File: src/rtl/pim_pkg.sv
package pim_pkg;

  typedef enum logic [1:0] {
    PIM_PROF_STD   = 2'h0,
    PIM_PROF_FSEL  = 2'h1,
    PIM_PROF_FIXED = 2'h2
  } pim_profile_t;

  // input port indices, port 1 at index 0
  localparam int PIM_IN_START  = 0;
  localparam int PIM_IN_P2     = 1;
  localparam int PIM_IN_P3     = 2;
  localparam int PIM_IN_P5     = 4;
  localparam int PIM_FNUM_LSB  = 2;
  localparam int PIM_FNUM_W    = 6;
  localparam int PIM_IN_PORTS  = 8;
  localparam int PIM_OUT_PORTS = 8;
  // aux connector bits follow the eight ports in the filter
  localparam int PIM_AUX_NPN   = 8;
  localparam int PIM_AUX_PNP   = 9;
  localparam int PIM_AUX_CONT  = 10;
  localparam int PIM_FILT_W    = 11;

  localparam int PIM_CLK_MHZ       = 50;
  localparam int PIM_FILT_TIME_US  = 10;
  localparam int PIM_FILT_CYC      = PIM_FILT_TIME_US * PIM_CLK_MHZ;
  localparam int PIM_ACK_TIME_US   = 20;
  localparam int PIM_ACK_CYC       = PIM_ACK_TIME_US * PIM_CLK_MHZ;

  typedef struct packed {
    logic ribbon_low;
    logic returning;
    logic head_up;
    logic ready;
    logic printing;
    logic layout_ready;
    logic order_active;
    logic error;
  } pim_status_t;

  typedef struct packed {
    logic                  start;
    logic                  err_rst;
    logic                  cnt_rst;
    logic [PIM_FNUM_W-1:0] fnum;
  } pim_cmd_t;

endpackage

File: src/rtl/pim_in_filter.sv
`timescale 1ns/1ps
module pim_in_filter
  import pim_pkg::*;
#(
  parameter int WIDTH      = PIM_FILT_W,
  parameter int STABLE_CYC = PIM_FILT_CYC
)
(
  input  wire logic             sys_clk,
  input  wire logic             reset,
  input  wire logic [WIDTH-1:0] raw_in,
  output logic      [WIDTH-1:0] filt_out
);
  localparam int CW = $clog2(STABLE_CYC + 1);
  localparam logic [CW-1:0] CNT_LAST = CW'(STABLE_CYC - 1);

  if (WIDTH < 1 || STABLE_CYC < 1)
  begin : g_chk
    $error("pim_in_filter: bad parameters");
  end

  logic [WIDTH-1:0] sync1_q, sync2_q, filt_q, filt_d;
  logic [CW-1:0]    cnt_q [WIDTH];
  logic [CW-1:0]    cnt_d [WIDTH];

  // a level must stay changed for STABLE_CYC cycles before it is taken
  always_comb
  begin
    filt_d = filt_q;
    for (int i = 0; i < WIDTH; i++)
    begin
      cnt_d[i] = '0;
      if (sync2_q[i] != filt_q[i])
      begin
        if (cnt_q[i] == CNT_LAST)
          filt_d[i] = sync2_q[i];
        else
          cnt_d[i] = cnt_q[i] + CW'(1);
      end
    end
  end

  always_ff @(posedge sys_clk or posedge reset)
  begin
    if (reset)
    begin
      sync1_q <= '0;
      sync2_q <= '0;
      filt_q  <= '0;
      for (int i = 0; i < WIDTH; i++)
        cnt_q[i] <= '0;
    end
    else
    begin
      sync1_q <= raw_in;
      sync2_q <= sync1_q;
      filt_q  <= filt_d;
      for (int i = 0; i < WIDTH; i++)
        cnt_q[i] <= cnt_d[i];
    end
  end

  assign filt_out = filt_q;
endmodule

File: src/rtl/pim_io_map.sv
`timescale 1ns/1ps
module pim_io_map
  import pim_pkg::*;
#(
  parameter int CNT_W      = 16,
  parameter int FILT_CYC   = PIM_FILT_CYC,
  parameter int ACK_CYC    = PIM_ACK_CYC
)
(
  input  wire logic                     sys_clk,
  input  wire logic                     reset,
  input  pim_profile_t                  profile_sel,
  input  wire logic [PIM_IN_PORTS-1:0]  in_port,
  input  wire logic                     aux_start_npn_n,
  input  wire logic                     aux_start_pnp,
  input  wire logic                     aux_start_contact,
  input  wire logic                     core_error,
  input  wire logic                     core_ribbon_fault,
  input  wire logic                     core_order_active,
  input  wire logic                     core_layout_ready,
  input  wire logic                     core_layout_busy,
  input  wire logic                     core_printing,
  input  wire logic                     core_head_up,
  input  wire logic                     core_returning,
  input  wire logic                     core_ribbon_low,
  output logic      [PIM_OUT_PORTS-1:0] out_conduct,
  output logic                          aux_error_lamp,
  output logic                          print_start_cmd,
  output logic                          start_refused,
  output logic                          error_reset_cmd,
  output logic                          counter_clear_cmd,
  output logic                          file_load_cmd,
  output logic      [PIM_FNUM_W-1:0]    file_num,
  output logic      [CNT_W-1:0]         print_count
);
  localparam int AW = $clog2(ACK_CYC + 1);
  localparam logic [AW-1:0]    ACK_LAST = AW'(ACK_CYC - 1);
  localparam logic [CNT_W-1:0] CNT_ONE  = CNT_W'(1);

  if (CNT_W < 1)
  begin : g_chk_cnt
    $error("pim_io_map: counter width must be at least 1");
  end

  if (ACK_CYC < 1)
  begin : g_chk_ack
    $error("pim_io_map: acknowledge wait must be at least 1 cycle");
  end

  if (FILT_CYC < 1)
  begin : g_chk_filt
    $error("pim_io_map: filter time must be at least 1 cycle");
  end

  // the file number has to fit inside the eight input ports
  if (PIM_FNUM_LSB + PIM_FNUM_W > PIM_IN_PORTS)
  begin : g_chk_fnum
    $error("pim_io_map: file number field exceeds the input ports");
  end

  typedef enum logic [1:0] {
    PIM_ST_IDLE = 2'h0,
    PIM_ST_WAIT = 2'h1,
    PIM_ST_RUN  = 2'h2
  } pim_state_t;

  // role decode of the filtered input ports for one profile
  function automatic pim_cmd_t decode_inputs(input pim_profile_t prof,
                                             input logic [PIM_FILT_W-1:0] f);
    pim_cmd_t c;
    logic     aux;
    // npn arrives already inverted, so all three aux starts are active high
    aux     = f[PIM_AUX_NPN] | f[PIM_AUX_PNP] | f[PIM_AUX_CONT];
    c.start = f[PIM_IN_START] | aux;
    c.fnum  = '0;
    case (prof)
      PIM_PROF_FIXED:
      begin
        // ports 2 and 5, the error reset inputs, are left unread here
        c.err_rst = 1'b0;
        c.cnt_rst = f[PIM_IN_P3];
      end
      PIM_PROF_FSEL:
      begin
        c.err_rst = f[PIM_IN_P2];
        c.cnt_rst = 1'b0;
        c.fnum    = f[PIM_FNUM_LSB +: PIM_FNUM_W];
      end
      default:
      begin
        // unknown codes fall back to the standard profile
        c.err_rst = f[PIM_IN_P2] | f[PIM_IN_P5];
        c.cnt_rst = f[PIM_IN_P3];
      end
    endcase
    return c;
  endfunction

  logic [PIM_FILT_W-1:0] raw_in, filt;
  pim_cmd_t              cmd;
  pim_status_t           status;
  logic                  accept_ok;

  // the npn pin is active low; inverting it ahead of the filter makes the
  // filter's cleared state the idle level, so reset cannot fake a start
  assign raw_in = {aux_start_contact, aux_start_pnp, ~aux_start_npn_n, in_port};

  pim_in_filter #(
    .WIDTH      (PIM_FILT_W),
    .STABLE_CYC (FILT_CYC)
  ) u_filter (
    .sys_clk  (sys_clk),
    .reset    (reset),
    .raw_in   (raw_in),
    .filt_out (filt)
  );

  assign cmd = decode_inputs(profile_sel, filt);

  // one-cycle pulse on a low-to-high change of a filtered role
  function automatic logic rise(input logic now_v,
                                input logic was_v);
    return now_v & ~was_v;
  endfunction

  // edge detectors and command pulses; histories reset low, the idle level of every role
  logic start_q, start_d;
  logic erst_q, erst_d;
  logic crst_q, crst_d;
  logic start_rise, erst_rise, crst_rise;

  always_comb
  begin
    start_d = cmd.start;
    erst_d  = cmd.err_rst;
    crst_d  = cmd.cnt_rst;
  end

  always_ff @(posedge sys_clk or posedge reset)
  begin
    if (reset)
    begin
      start_q <= 1'b0;
      erst_q  <= 1'b0;
      crst_q  <= 1'b0;
    end
    else
    begin
      start_q <= start_d;
      erst_q  <= erst_d;
      crst_q  <= crst_d;
    end
  end

  assign start_rise = rise(cmd.start, start_q);
  assign erst_rise  = rise(cmd.err_rst, erst_q);
  assign crst_rise  = rise(cmd.cnt_rst, crst_q);

  // print order sequencing
  pim_state_t      state_q, state_d;
  logic [AW-1:0]   ack_q, ack_d;
  logic            pstart_q, pstart_d;
  logic            refuse_q, refuse_d;
  logic            eclr_q, eclr_d;
  logic            cclr_q, cclr_d;
  logic            fload_q, fload_d;
  logic [PIM_FNUM_W-1:0] fnum_q, fnum_d;
  logic [CNT_W-1:0]      cnt_q, cnt_d;
  logic                  err_any;

  assign err_any = core_error | core_ribbon_fault;

  // ready also waits out layout generation and carriage return
  always_comb
  begin
    accept_ok = (state_q == PIM_ST_IDLE);
    if (err_any | core_order_active | core_layout_busy)
      accept_ok = 1'b0;
    if (core_printing | core_returning)
      accept_ok = 1'b0;
  end

  always_comb
  begin
    state_d  = state_q;
    ack_d    = ack_q;
    pstart_d = 1'b0;
    refuse_d = 1'b0;
    eclr_d   = erst_rise;
    cclr_d   = crst_rise;
    fload_d  = 1'b0;
    fnum_d   = fnum_q;
    cnt_d    = cnt_q;
    case (state_q)
      PIM_ST_IDLE:
      begin
        ack_d = '0;
        if (start_rise)
        begin
          if (accept_ok)
          begin
            pstart_d = 1'b1;
            state_d  = PIM_ST_WAIT;
            if (profile_sel == PIM_PROF_FSEL)
            begin
              fnum_d  = cmd.fnum;
              fload_d = 1'b1;
            end
          end
          else
            refuse_d = 1'b1;
        end
      end
      PIM_ST_WAIT:
      begin
        // a core that never confirms must not lock out later starts
        if (start_rise)
          refuse_d = 1'b1;
        if (core_order_active)
          state_d = PIM_ST_RUN;
        else if (ack_q == ACK_LAST)
          state_d = PIM_ST_IDLE;
        else
          ack_d = ack_q + AW'(1);
      end
      PIM_ST_RUN:
      begin
        if (start_rise)
          refuse_d = 1'b1;
        if (~core_order_active)
          state_d = PIM_ST_IDLE;
      end
      default:
      begin
        state_d = PIM_ST_IDLE;
      end
    endcase
    // a start in the clearing cycle still counts, so the count restarts at one
    if (crst_rise)
      cnt_d = pstart_d ? CNT_ONE : '0;
    else if (pstart_d)
      cnt_d = cnt_q + CNT_ONE;
  end

  always_ff @(posedge sys_clk or posedge reset)
  begin
    if (reset)
    begin
      state_q  <= PIM_ST_IDLE;
      ack_q    <= '0;
      pstart_q <= 1'b0;
      refuse_q <= 1'b0;
      eclr_q   <= 1'b0;
      cclr_q   <= 1'b0;
      fload_q  <= 1'b0;
      fnum_q   <= '0;
      cnt_q    <= '0;
    end
    else
    begin
      state_q  <= state_d;
      ack_q    <= ack_d;
      pstart_q <= pstart_d;
      refuse_q <= refuse_d;
      eclr_q   <= eclr_d;
      cclr_q   <= cclr_d;
      fload_q  <= fload_d;
      fnum_q   <= fnum_d;
      cnt_q    <= cnt_d;
    end
  end

  always_comb
  begin
    status.error        = err_any;
    status.order_active = core_order_active;
    status.layout_ready = core_layout_ready;
    status.printing     = core_printing;
    status.ready        = accept_ok;
    status.head_up      = core_head_up;
    status.returning    = core_returning;
    status.ribbon_low   = core_ribbon_low;
  end

  // the map registers every port, so each one lags its status by one cycle
  pim_out_map u_out_map (
    .sys_clk (sys_clk),
    .reset   (reset),
    .profile (profile_sel),
    .status  (status),
    .conduct (out_conduct),
    .lamp    (aux_error_lamp)
  );

  assign print_start_cmd   = pstart_q;
  assign start_refused     = refuse_q;
  assign error_reset_cmd   = eclr_q;
  assign counter_clear_cmd = cclr_q;
  assign file_load_cmd     = fload_q;
  assign file_num          = fnum_q;
  assign print_count       = cnt_q;
endmodule

File: src/rtl/pim_out_map.sv
`timescale 1ns/1ps
module pim_out_map
  import pim_pkg::*;
(
  input  wire logic                     sys_clk,
  input  wire logic                     reset,
  input  pim_profile_t                  profile,
  input  pim_status_t                   status,
  output logic      [PIM_OUT_PORTS-1:0] conduct,
  output logic                          lamp
);
  logic [PIM_OUT_PORTS-1:0] conduct_d, conduct_q;
  logic                     lamp_d, lamp_q;

  // index 0 is port 9; a high bit closes the optocoupler switch
  always_comb
  begin
    conduct_d[0] = status.error;
    conduct_d[1] = status.order_active;
    conduct_d[2] = status.layout_ready;
    conduct_d[3] = status.printing;
    conduct_d[4] = status.ready;
    conduct_d[6] = status.returning;
    conduct_d[7] = status.ribbon_low;
    case (profile)
      PIM_PROF_FIXED: conduct_d[5] = status.head_up;
      PIM_PROF_STD:   conduct_d[5] = status.error;
      PIM_PROF_FSEL:  conduct_d[5] = status.error;
      default:        conduct_d[5] = status.error;
    endcase
    lamp_d = status.error;
  end

  always_ff @(posedge sys_clk or posedge reset)
  begin
    if (reset)
    begin
      conduct_q <= '0;
      lamp_q    <= 1'b0;
    end
    else
    begin
      conduct_q <= conduct_d;
      lamp_q    <= lamp_d;
    end
  end

  assign conduct = conduct_q;
  assign lamp    = lamp_q;
endmodule

File: config.mk
export PLATFORM = sky130hd
export DESIGN_NAME = pim_io_map
export DESIGN_NICKNAME = d
export VERILOG_FILES = /design/src/rtl/pim_pkg.sv /design/src/rtl/pim_in_filter.sv /design/src/rtl/pim_io_map.sv /design/src/rtl/pim_out_map.sv
export SDC_FILE = /design/constraint.sdc
export NUM_CORES = 1
export LEC_CHECK = 0
export BUFFER_PORTS_ARGS = -buffer_cell sky130_fd_sc_hd__buf_2
export CAP_MARGIN = 20
export CORE_MARGIN = 1
export CORE_UTILIZATION = 45
export CTS_BUF_LIST = sky130_fd_sc_hd__clkbuf_4
export CTS_CLUSTER_SIZE = 25
export DETAILED_ROUTE_END_ITERATION = 7
export SYNTH_ARGS = -nofsm -noshare
export SYNTH_HDL_FRONTEND = slang
export SYNTH_SLANG_ARGS = --single-unit
File: constraint.sdc
create_clock -name sys_clk -period 6.3 [get_ports sys_clk]
set_input_delay 0.63 -clock sys_clk [delete_from_list [all_inputs] [get_ports sys_clk]]
set_output_delay 0.63 -clock sys_clk [all_outputs]
set_load 0.02 [all_outputs]
==> results of run 1 <==
routing by layer:
metal	share of wire	GRT usage	vias to the layer above
li1	-	-	2546
met1	0.46	0.213	2538
met2	0.50	0.280	74
met3	0.028	0.0400	13
met4	0.015	0.0631	0
met5	0	0	-
critical path: cells and delay by family, from the launching register on:
family                     cells  cell delay [ns]
DFF                            1             0.44
buffers and inverters          2             0.27
adders and majority gates      1             0.29
muxes                          1             0.38
and+or+nand+nor                3             1.46
per-stage QoR:
stage	hold WS [ns]	utilization	instance area [µm²]	total power (W)	worst slack [ns]
after global placement	0.333	0.496	8290	0.00132	3.35
after floorplan	0.331	-	7750	0.00129	0.726
after CTS	0.0973	0.512	8540	0.00193	3.33
after detailed placement	0.336	0.496	8290	0.00132	3.29
after global routing	0.0923	0.514	8590	0.00200	3.16
final	0.167	0.514	8590	0.00190	3.34
kinds of logic after synthesis:
logic type,count (synthesis)
XOR/XNOR,91
adder cells (fa/ha/maj),19
flip-flops,182
AND/OR/NAND/NOR,305
AO/OA/AOI/OAI,51
buffers and inverters,41
multiplexers,18
Yosys cell counts:
cell,count
or4_1,16
nor3b_1,1
nor3_1,3
mux2_2,18
inv_1,28
or4_4,2
o21a_1,1
nand4_1,24
o311ai_0,3
nand3b_1,1
o211ai_1,2
or2_2,1
nand2b_1,9
nand4b_1,1
and2_1,6
or3_2,1
clkbuf_1,9
nand3_1,42
o31ai_1,12
and4_1,1
nor4_1,8
a32o_1,1
nand2_1,38
dfrtp_1,182
o41ai_2,1
xor2_1,24
a21oi_1,20
xnor2_1,67
buf_2,1
or3_1,2
ha_1,19
o41ai_1,3
and3_1,10
nor2b_1,2
o21ai_0,8
buf_6,1
or4b_2,1
or3b_1,1
nor2_1,135
clkinv_1,1
buf_4,1
state kept, by name, indices dropped and copies added, names as in the netlist:
name and flops:
u_filter.cnt_q 99, print_count 16, u_filter.filt_out 11, u_filter.sync1_q 11, u_filter.sync2_q 11, ack_q 10
u_out_map.conduct 8, file_num 6, state_q 2, counter_clear_cmd 1, crst_q 1, error_reset_cmd 1
erst_q 1, file_load_cmd 1, print_start_cmd 1, start_q 1, start_refused 1
cell usage in the layout, fill, tap and decap left out, types with 2 or more instances in the layout:
cell type,instances
o311ai_0,3
nand3_1,42
buf_2,59
nand4_1,24
o211ai_1,2
xor2_1,24
and3_1,10
o31ai_1,12
nand2b_1,9
nor4_1,8
mux2_2,18
nand2_1,38
clkinv_1,3
or4_4,2
clkinvlp_4,4
nor3_1,3
xnor2_1,67
or3_1,2
inv_1,27
dfrtp_1,182
nor2_1,135
o41ai_1,3
diode_2,3
ha_1,19
and2_1,6
clkbuf_4,17
clkinv_4,3
a21oi_1,20
nor2b_1,2
o21ai_0,8
buf_4,2
inv_6,5
or4_1,16
how the worst max path moves through the flow:
| stage | from | endpoint | slack (ns) |
|---|---|---|---|
| final | state_q[0] | file_num[5] | 3.34 |
| after CTS | state_q[0] | file_num[2] | 3.33 |
| after detailed placement | core_ribbon_fault | file_num[1] | 3.29 |
| after global routing | state_q[0] | file_num[0] | 3.16 |
| after floorplan | reset | ack_q[0] | 0.73 |
| after global placement | core_ribbon_fault | file_num[3] | 3.35 |
power by group through the flow:
stage          combinational [W]  sequential, W  clock, W
5_1_grt                 0.000100        0.00122  0.000676
3_3_place_gp           0.0000832        0.00124         0
2_1_floorplan          0.0000561        0.00124         0
3_5_place_dp           0.0000863        0.00124         0
4_1_cts                0.0000869        0.00122  0.000626
6_report               0.0000862        0.00122  0.000596
area by class of cell:
class,instances,area (µm²)
Clock inverter,14,129
Timing Repair Buffer,63,348
Inverter,29,114
Clock buffer,17,128
Antenna cell,3,7.51
Multi-Input combinational cell,484,3030
Tap cell,220,275
Fill cell,1518,8110
Sequential cell,182,4550
repair_timing:
action                                  in CTS  in global routing
hold endpoints to repair                     0                 14
setup buffers                                0                  0
hold buffers                                 0                  1
endpoints found under the setup margin       0                  0
==> metrics.txt, run 1 <==
status=finished clean; post-DP HPWL=9730 µm; final hold viol count=0; RSZ-0062 raised after global routing=no; gpl congestion=0.811; fin. max-slew vios=0; Non-Filler Instances=1012; Clk network pwr share=0.314; post-synthesis xor/xnor area fraction=0.103; Worst-Margin Slew=0.856 ns; mux share of post-synthesis cell area=0.0261; routed wire length=13900 µm; Ys Warns=0; # rows=47; worst skew pair latency=0.56 ns; vias in the first global route=5127; worst-path cell chain=inv_1 -> ha_1 -> or3b_1 -> or4_4 -> clkinv_1 -> and3_1 -> mux2_2; top post-synthesis cells by area=dfrtp_1, xnor2_1, nor2_1; WP data required=6.74 ns; Clk pin slew, worst setup/hold paths=0.15 ns; P_int=0.00142 W; Comb power frac=0.045; crit-path max FO=13; FF-to-FF path depth=7; CTS H-Tree Depth=4; DR vias=5171; DR iter-0 viols=214; Min-Delay Path Depth=1; area share of the largest cell type after synthesis=0.587; Max-slew headroom=0.423; Switching Fraction=0.251; vias per cell=5.11; post-route ant nets=0; Max-Cap Viols=0; core area=16700 µm²; crit path DAT=3.39 ns; post-synth cell types=41; Synth Instances=707; syn nets=750; post-CTS sizing=0; setup TNS=0 ns; largest family of logic cells by synthesized area=simple AND/OR/NAND/NOR gates; worst r2r src=state_q[0]; max incr delay on CP=0.61 ns; Area Growth Syn to Fin=10.8%; Crit Path Category=reg2reg; CTS Buffer Depth=2; number of clock sinks=182; Die Ht=133 µm; leading area contributor after synthesis=dfrtp_1; Cells after DPL=976; part of the cycle the worst path needs=0.469; largest net degree at the start of global routing=113; Mean Syn Cell Area=11.0 µm²; hold endpoint=u_filter.sync1_q[4]; layout cells sized above 1=0.147; Wirelength per Cell=13.7 µm; CTS tree=built; total track usage=0.168; post-synthesis register bit count=182; die area=17800 µm²; power per cell area=221 nW/µm²; register area share after synthesis=0.587; Port Buffers=59; type of origin of the critical path=register; First-pass DRT Iterations=4; Sw Pwr=0.000476 W; FF-to-FF End=file_num[5]; Mapped Area=7750 µm²; Leak=3.85 nW; Adder-Cell Fraction of Synth Area=0.0307; VDD IR max=0.000191 V; post-synthesis compound-gate area fraction=0.0428; first-pass GRT wire length=23800 µm; reg-to-reg slack, setup=3.34 ns; initial core utilization=0.464; worst min-delay path category=in2reg; CTS root buffer=clkbuf_4; Simple-Gate Fraction of Synth Area=0.189; final net count=820; fin crit period=2.96 ns; sequential power share=0.641; gr ovfl total=0; CTS buffer count=17; Critical Path End Type=register; initial antenna violation count=3; Finish-stage setup viols=0; Die X=133 µm; Post-route DRC=0; Hold Startpoint=in_port[4]; Fmax=338 MHz; Boundary Pins=60; Worst Skew=0.0275 ns; crit path max-delay cell type=or4_4
(Power assumes the default switching activity.)
==> inputs of run 2 (changes only) <==
--- a/config.mk
+++ b/config.mk
@@ -12,6 +12,7 @@
 export CTS_BUF_LIST = sky130_fd_sc_hd__clkbuf_4
 export CTS_CLUSTER_SIZE = 25
 export DETAILED_ROUTE_END_ITERATION = 7
+export PLACE_DENSITY = 0.65
 export SYNTH_ARGS = -nofsm -noshare
 export SYNTH_HDL_FRONTEND = slang
 export SYNTH_SLANG_ARGS = --single-unit
==> constraint.sdc (replaced) <==
create_clock -name sys_clk -period 2.6 [get_ports sys_clk]
set_input_delay 0.26 -clock sys_clk [delete_from_list [all_inputs] [get_ports sys_clk]]
set_output_delay 0.26 -clock sys_clk [all_outputs]
set_load 0.02 [all_outputs]
==> metrics.txt, run 2 (same netlist as run 1, synthesis figures left out) <==
status=finished clean; VDD IR max=0.000318 V; GR Util met1=0.223; Clk network pwr share=0.303; # fillers=1467; worst skew pair latency=0.56 ns; Leak=3.97 nW; Worst-Margin Slew=0.798 ns; Crit Path Category=reg2reg; part of the cycle the worst path needs=0.967; Post-route DRC=0; type of origin of the critical path=register; Max-slew headroom=0.462; final core utilization=0.528; Sw Pwr=0.00106 W; First-pass DRT Iterations=4; hold endpoint=u_out_map.conduct[5]; most common cell after layout, fill and taps aside=dfrtp_1; reg-to-reg slack, setup=0.09 ns; Wirelength per Cell=13.8 µm; gr busiest metal=met2; die area=17800 µm²; Comb power frac=0.051; fin crit period=2.51 ns; CTS tree=built; final hold viol count=0; routed wire length=14300 µm; sequential power share=0.646; gpl congestion=0.807; Multi-input gate area=3040 µm²; Fmax=398 MHz; core area=16700 µm²; power per cell area=517 nW/µm²; Max-Cap Viols=0; max reg flops=99; Area Growth Syn to Fin=13.7%; Switching Fraction=0.232; WP data required=3.08 ns; P_int=0.00350 W; Cells after DPL=979; Seq. cell area=4550 µm²; design area=8810 µm²; gr ovfl total=0; crit path DAT=2.99 ns; Hold Startpoint=core_ribbon_fault; DR vias=5245; # rows=47; Port Buffers=59; initial core utilization=0.464; total track usage=0.176; vias in the first global route=5386; Finish-stage setup viols=0; DR iter-0 viols=328; worst min-delay path category=in2reg; FF-to-FF End=print_count[5]; number of clock sinks=182; fin. max-slew vios=0; vias per cell=5.06; post-route ant nets=0; worst r2r src=state_q[0]; Non-Filler Instances=1036; CTS Buffer Depth=2; Die X=133 µm; FF-to-FF path depth=7; CTS buffer count=17; placement-stage cell area=8320 µm²; largest net degree at the start of global routing=119; Biggest register=u_filter.cnt_q; Min-Delay Path Depth=3; Clk pin slew, worst setup/hold paths=0.14 ns; CTS H-Tree Depth=4; Die Ht=133 µm; CTS root buffer=clkbuf_4; commonest cells after routing, fill and taps aside=dfrtp_1, nor2_1, xnor2_1; crit-path max FO=12; Boundary Pins=60; first-pass GRT wire length=25000 µm; setup TNS=0 ns; Critical Path End Type=register; RSZ-0062 raised after global routing=no; M3 GR Usage=0.0438; layout cells sized above 1=0.153; Worst Skew=0.0172 ns; post-DP HPWL=9960 µm; final net count=847; initial antenna violation count=1; met2 usage=0.286
run 2: how the worst max path moves through the flow:
stage	start	to	cells after the start
after CTS	state_q[0]	file_num[2]	7
after detailed placement	state_q[0]	file_num[3]	7
after global placement	state_q[0]	file_num[2]	7
after floorplan	reset	ack_q[0]	1
after global routing	state_q[0]	print_count[5]	7
final	state_q[0]	print_count[5]	7
run 2: layout make-up:
class                           count  share of cell area
Timing Repair Buffer               90              0.0680
Clock buffer                       23              0.0196
Tap cell                          220              0.0312
Sequential cell                   182               0.517
Antenna cell                        1            0.000284
Clock inverter                      7             0.00653
Multi-Input combinational cell    484               0.345
Inverter                           29              0.0128
run 2: per-layer routing:
layer	up-vias	routed length, µm	part of all wire
met3	33	351	0.025
met4	0	359	0.025
met5	-	0	0
li1	2590	-	-
met2	60	7100	0.50
met1	2562	6500	0.45
run 2: timing repair:
item	CTS	global route
endpoints found under the setup margin	0	10
gates resized for setup	0	5
hold buffers	22	0
endpoints found under the hold margin	201	0
setup buffers	0	4
run 2: critical path, cell delays in order (launching register included):
cell and delay [ns]:
dfrtp_1 0.44, inv_1 0.09, ha_1 0.17, or3b_4 0.38, or4_4 0.53, buf_6 0.16, or4_1 0.52, a21oi_2 0.15
run 2: metrics by stage:
| step | setup WS, ns | power, W | hold WS, ns |
|---|---|---|---|
| 6_report | 0.0852 | 0.00456 | 0.0816 |
| 5_1_grt | 0.0159 | 0.00479 | 0.0528 |
| 4_1_cts | 0.0211 | 0.00464 | 0.0188 |
| 3_5_place_dp | 0.0496 | 0.00321 | 0.336 |
| 3_3_place_gp | 0.106 | 0.00320 | 0.338 |
| 2_1_floorplan | 0.00344 | 0.00313 | 0.291 |
run 2: power groups by stage:
stage	combinational (W)	sequential (W)	clock, W
CTS	0.000237	0.00295	0.00145
floorplan	0.000136	0.00300	0
detailed placement	0.000211	0.00300	0
global route	0.000268	0.00296	0.00157
global placement	0.000203	0.00300	0
finish	0.000231	0.00295	0.00138
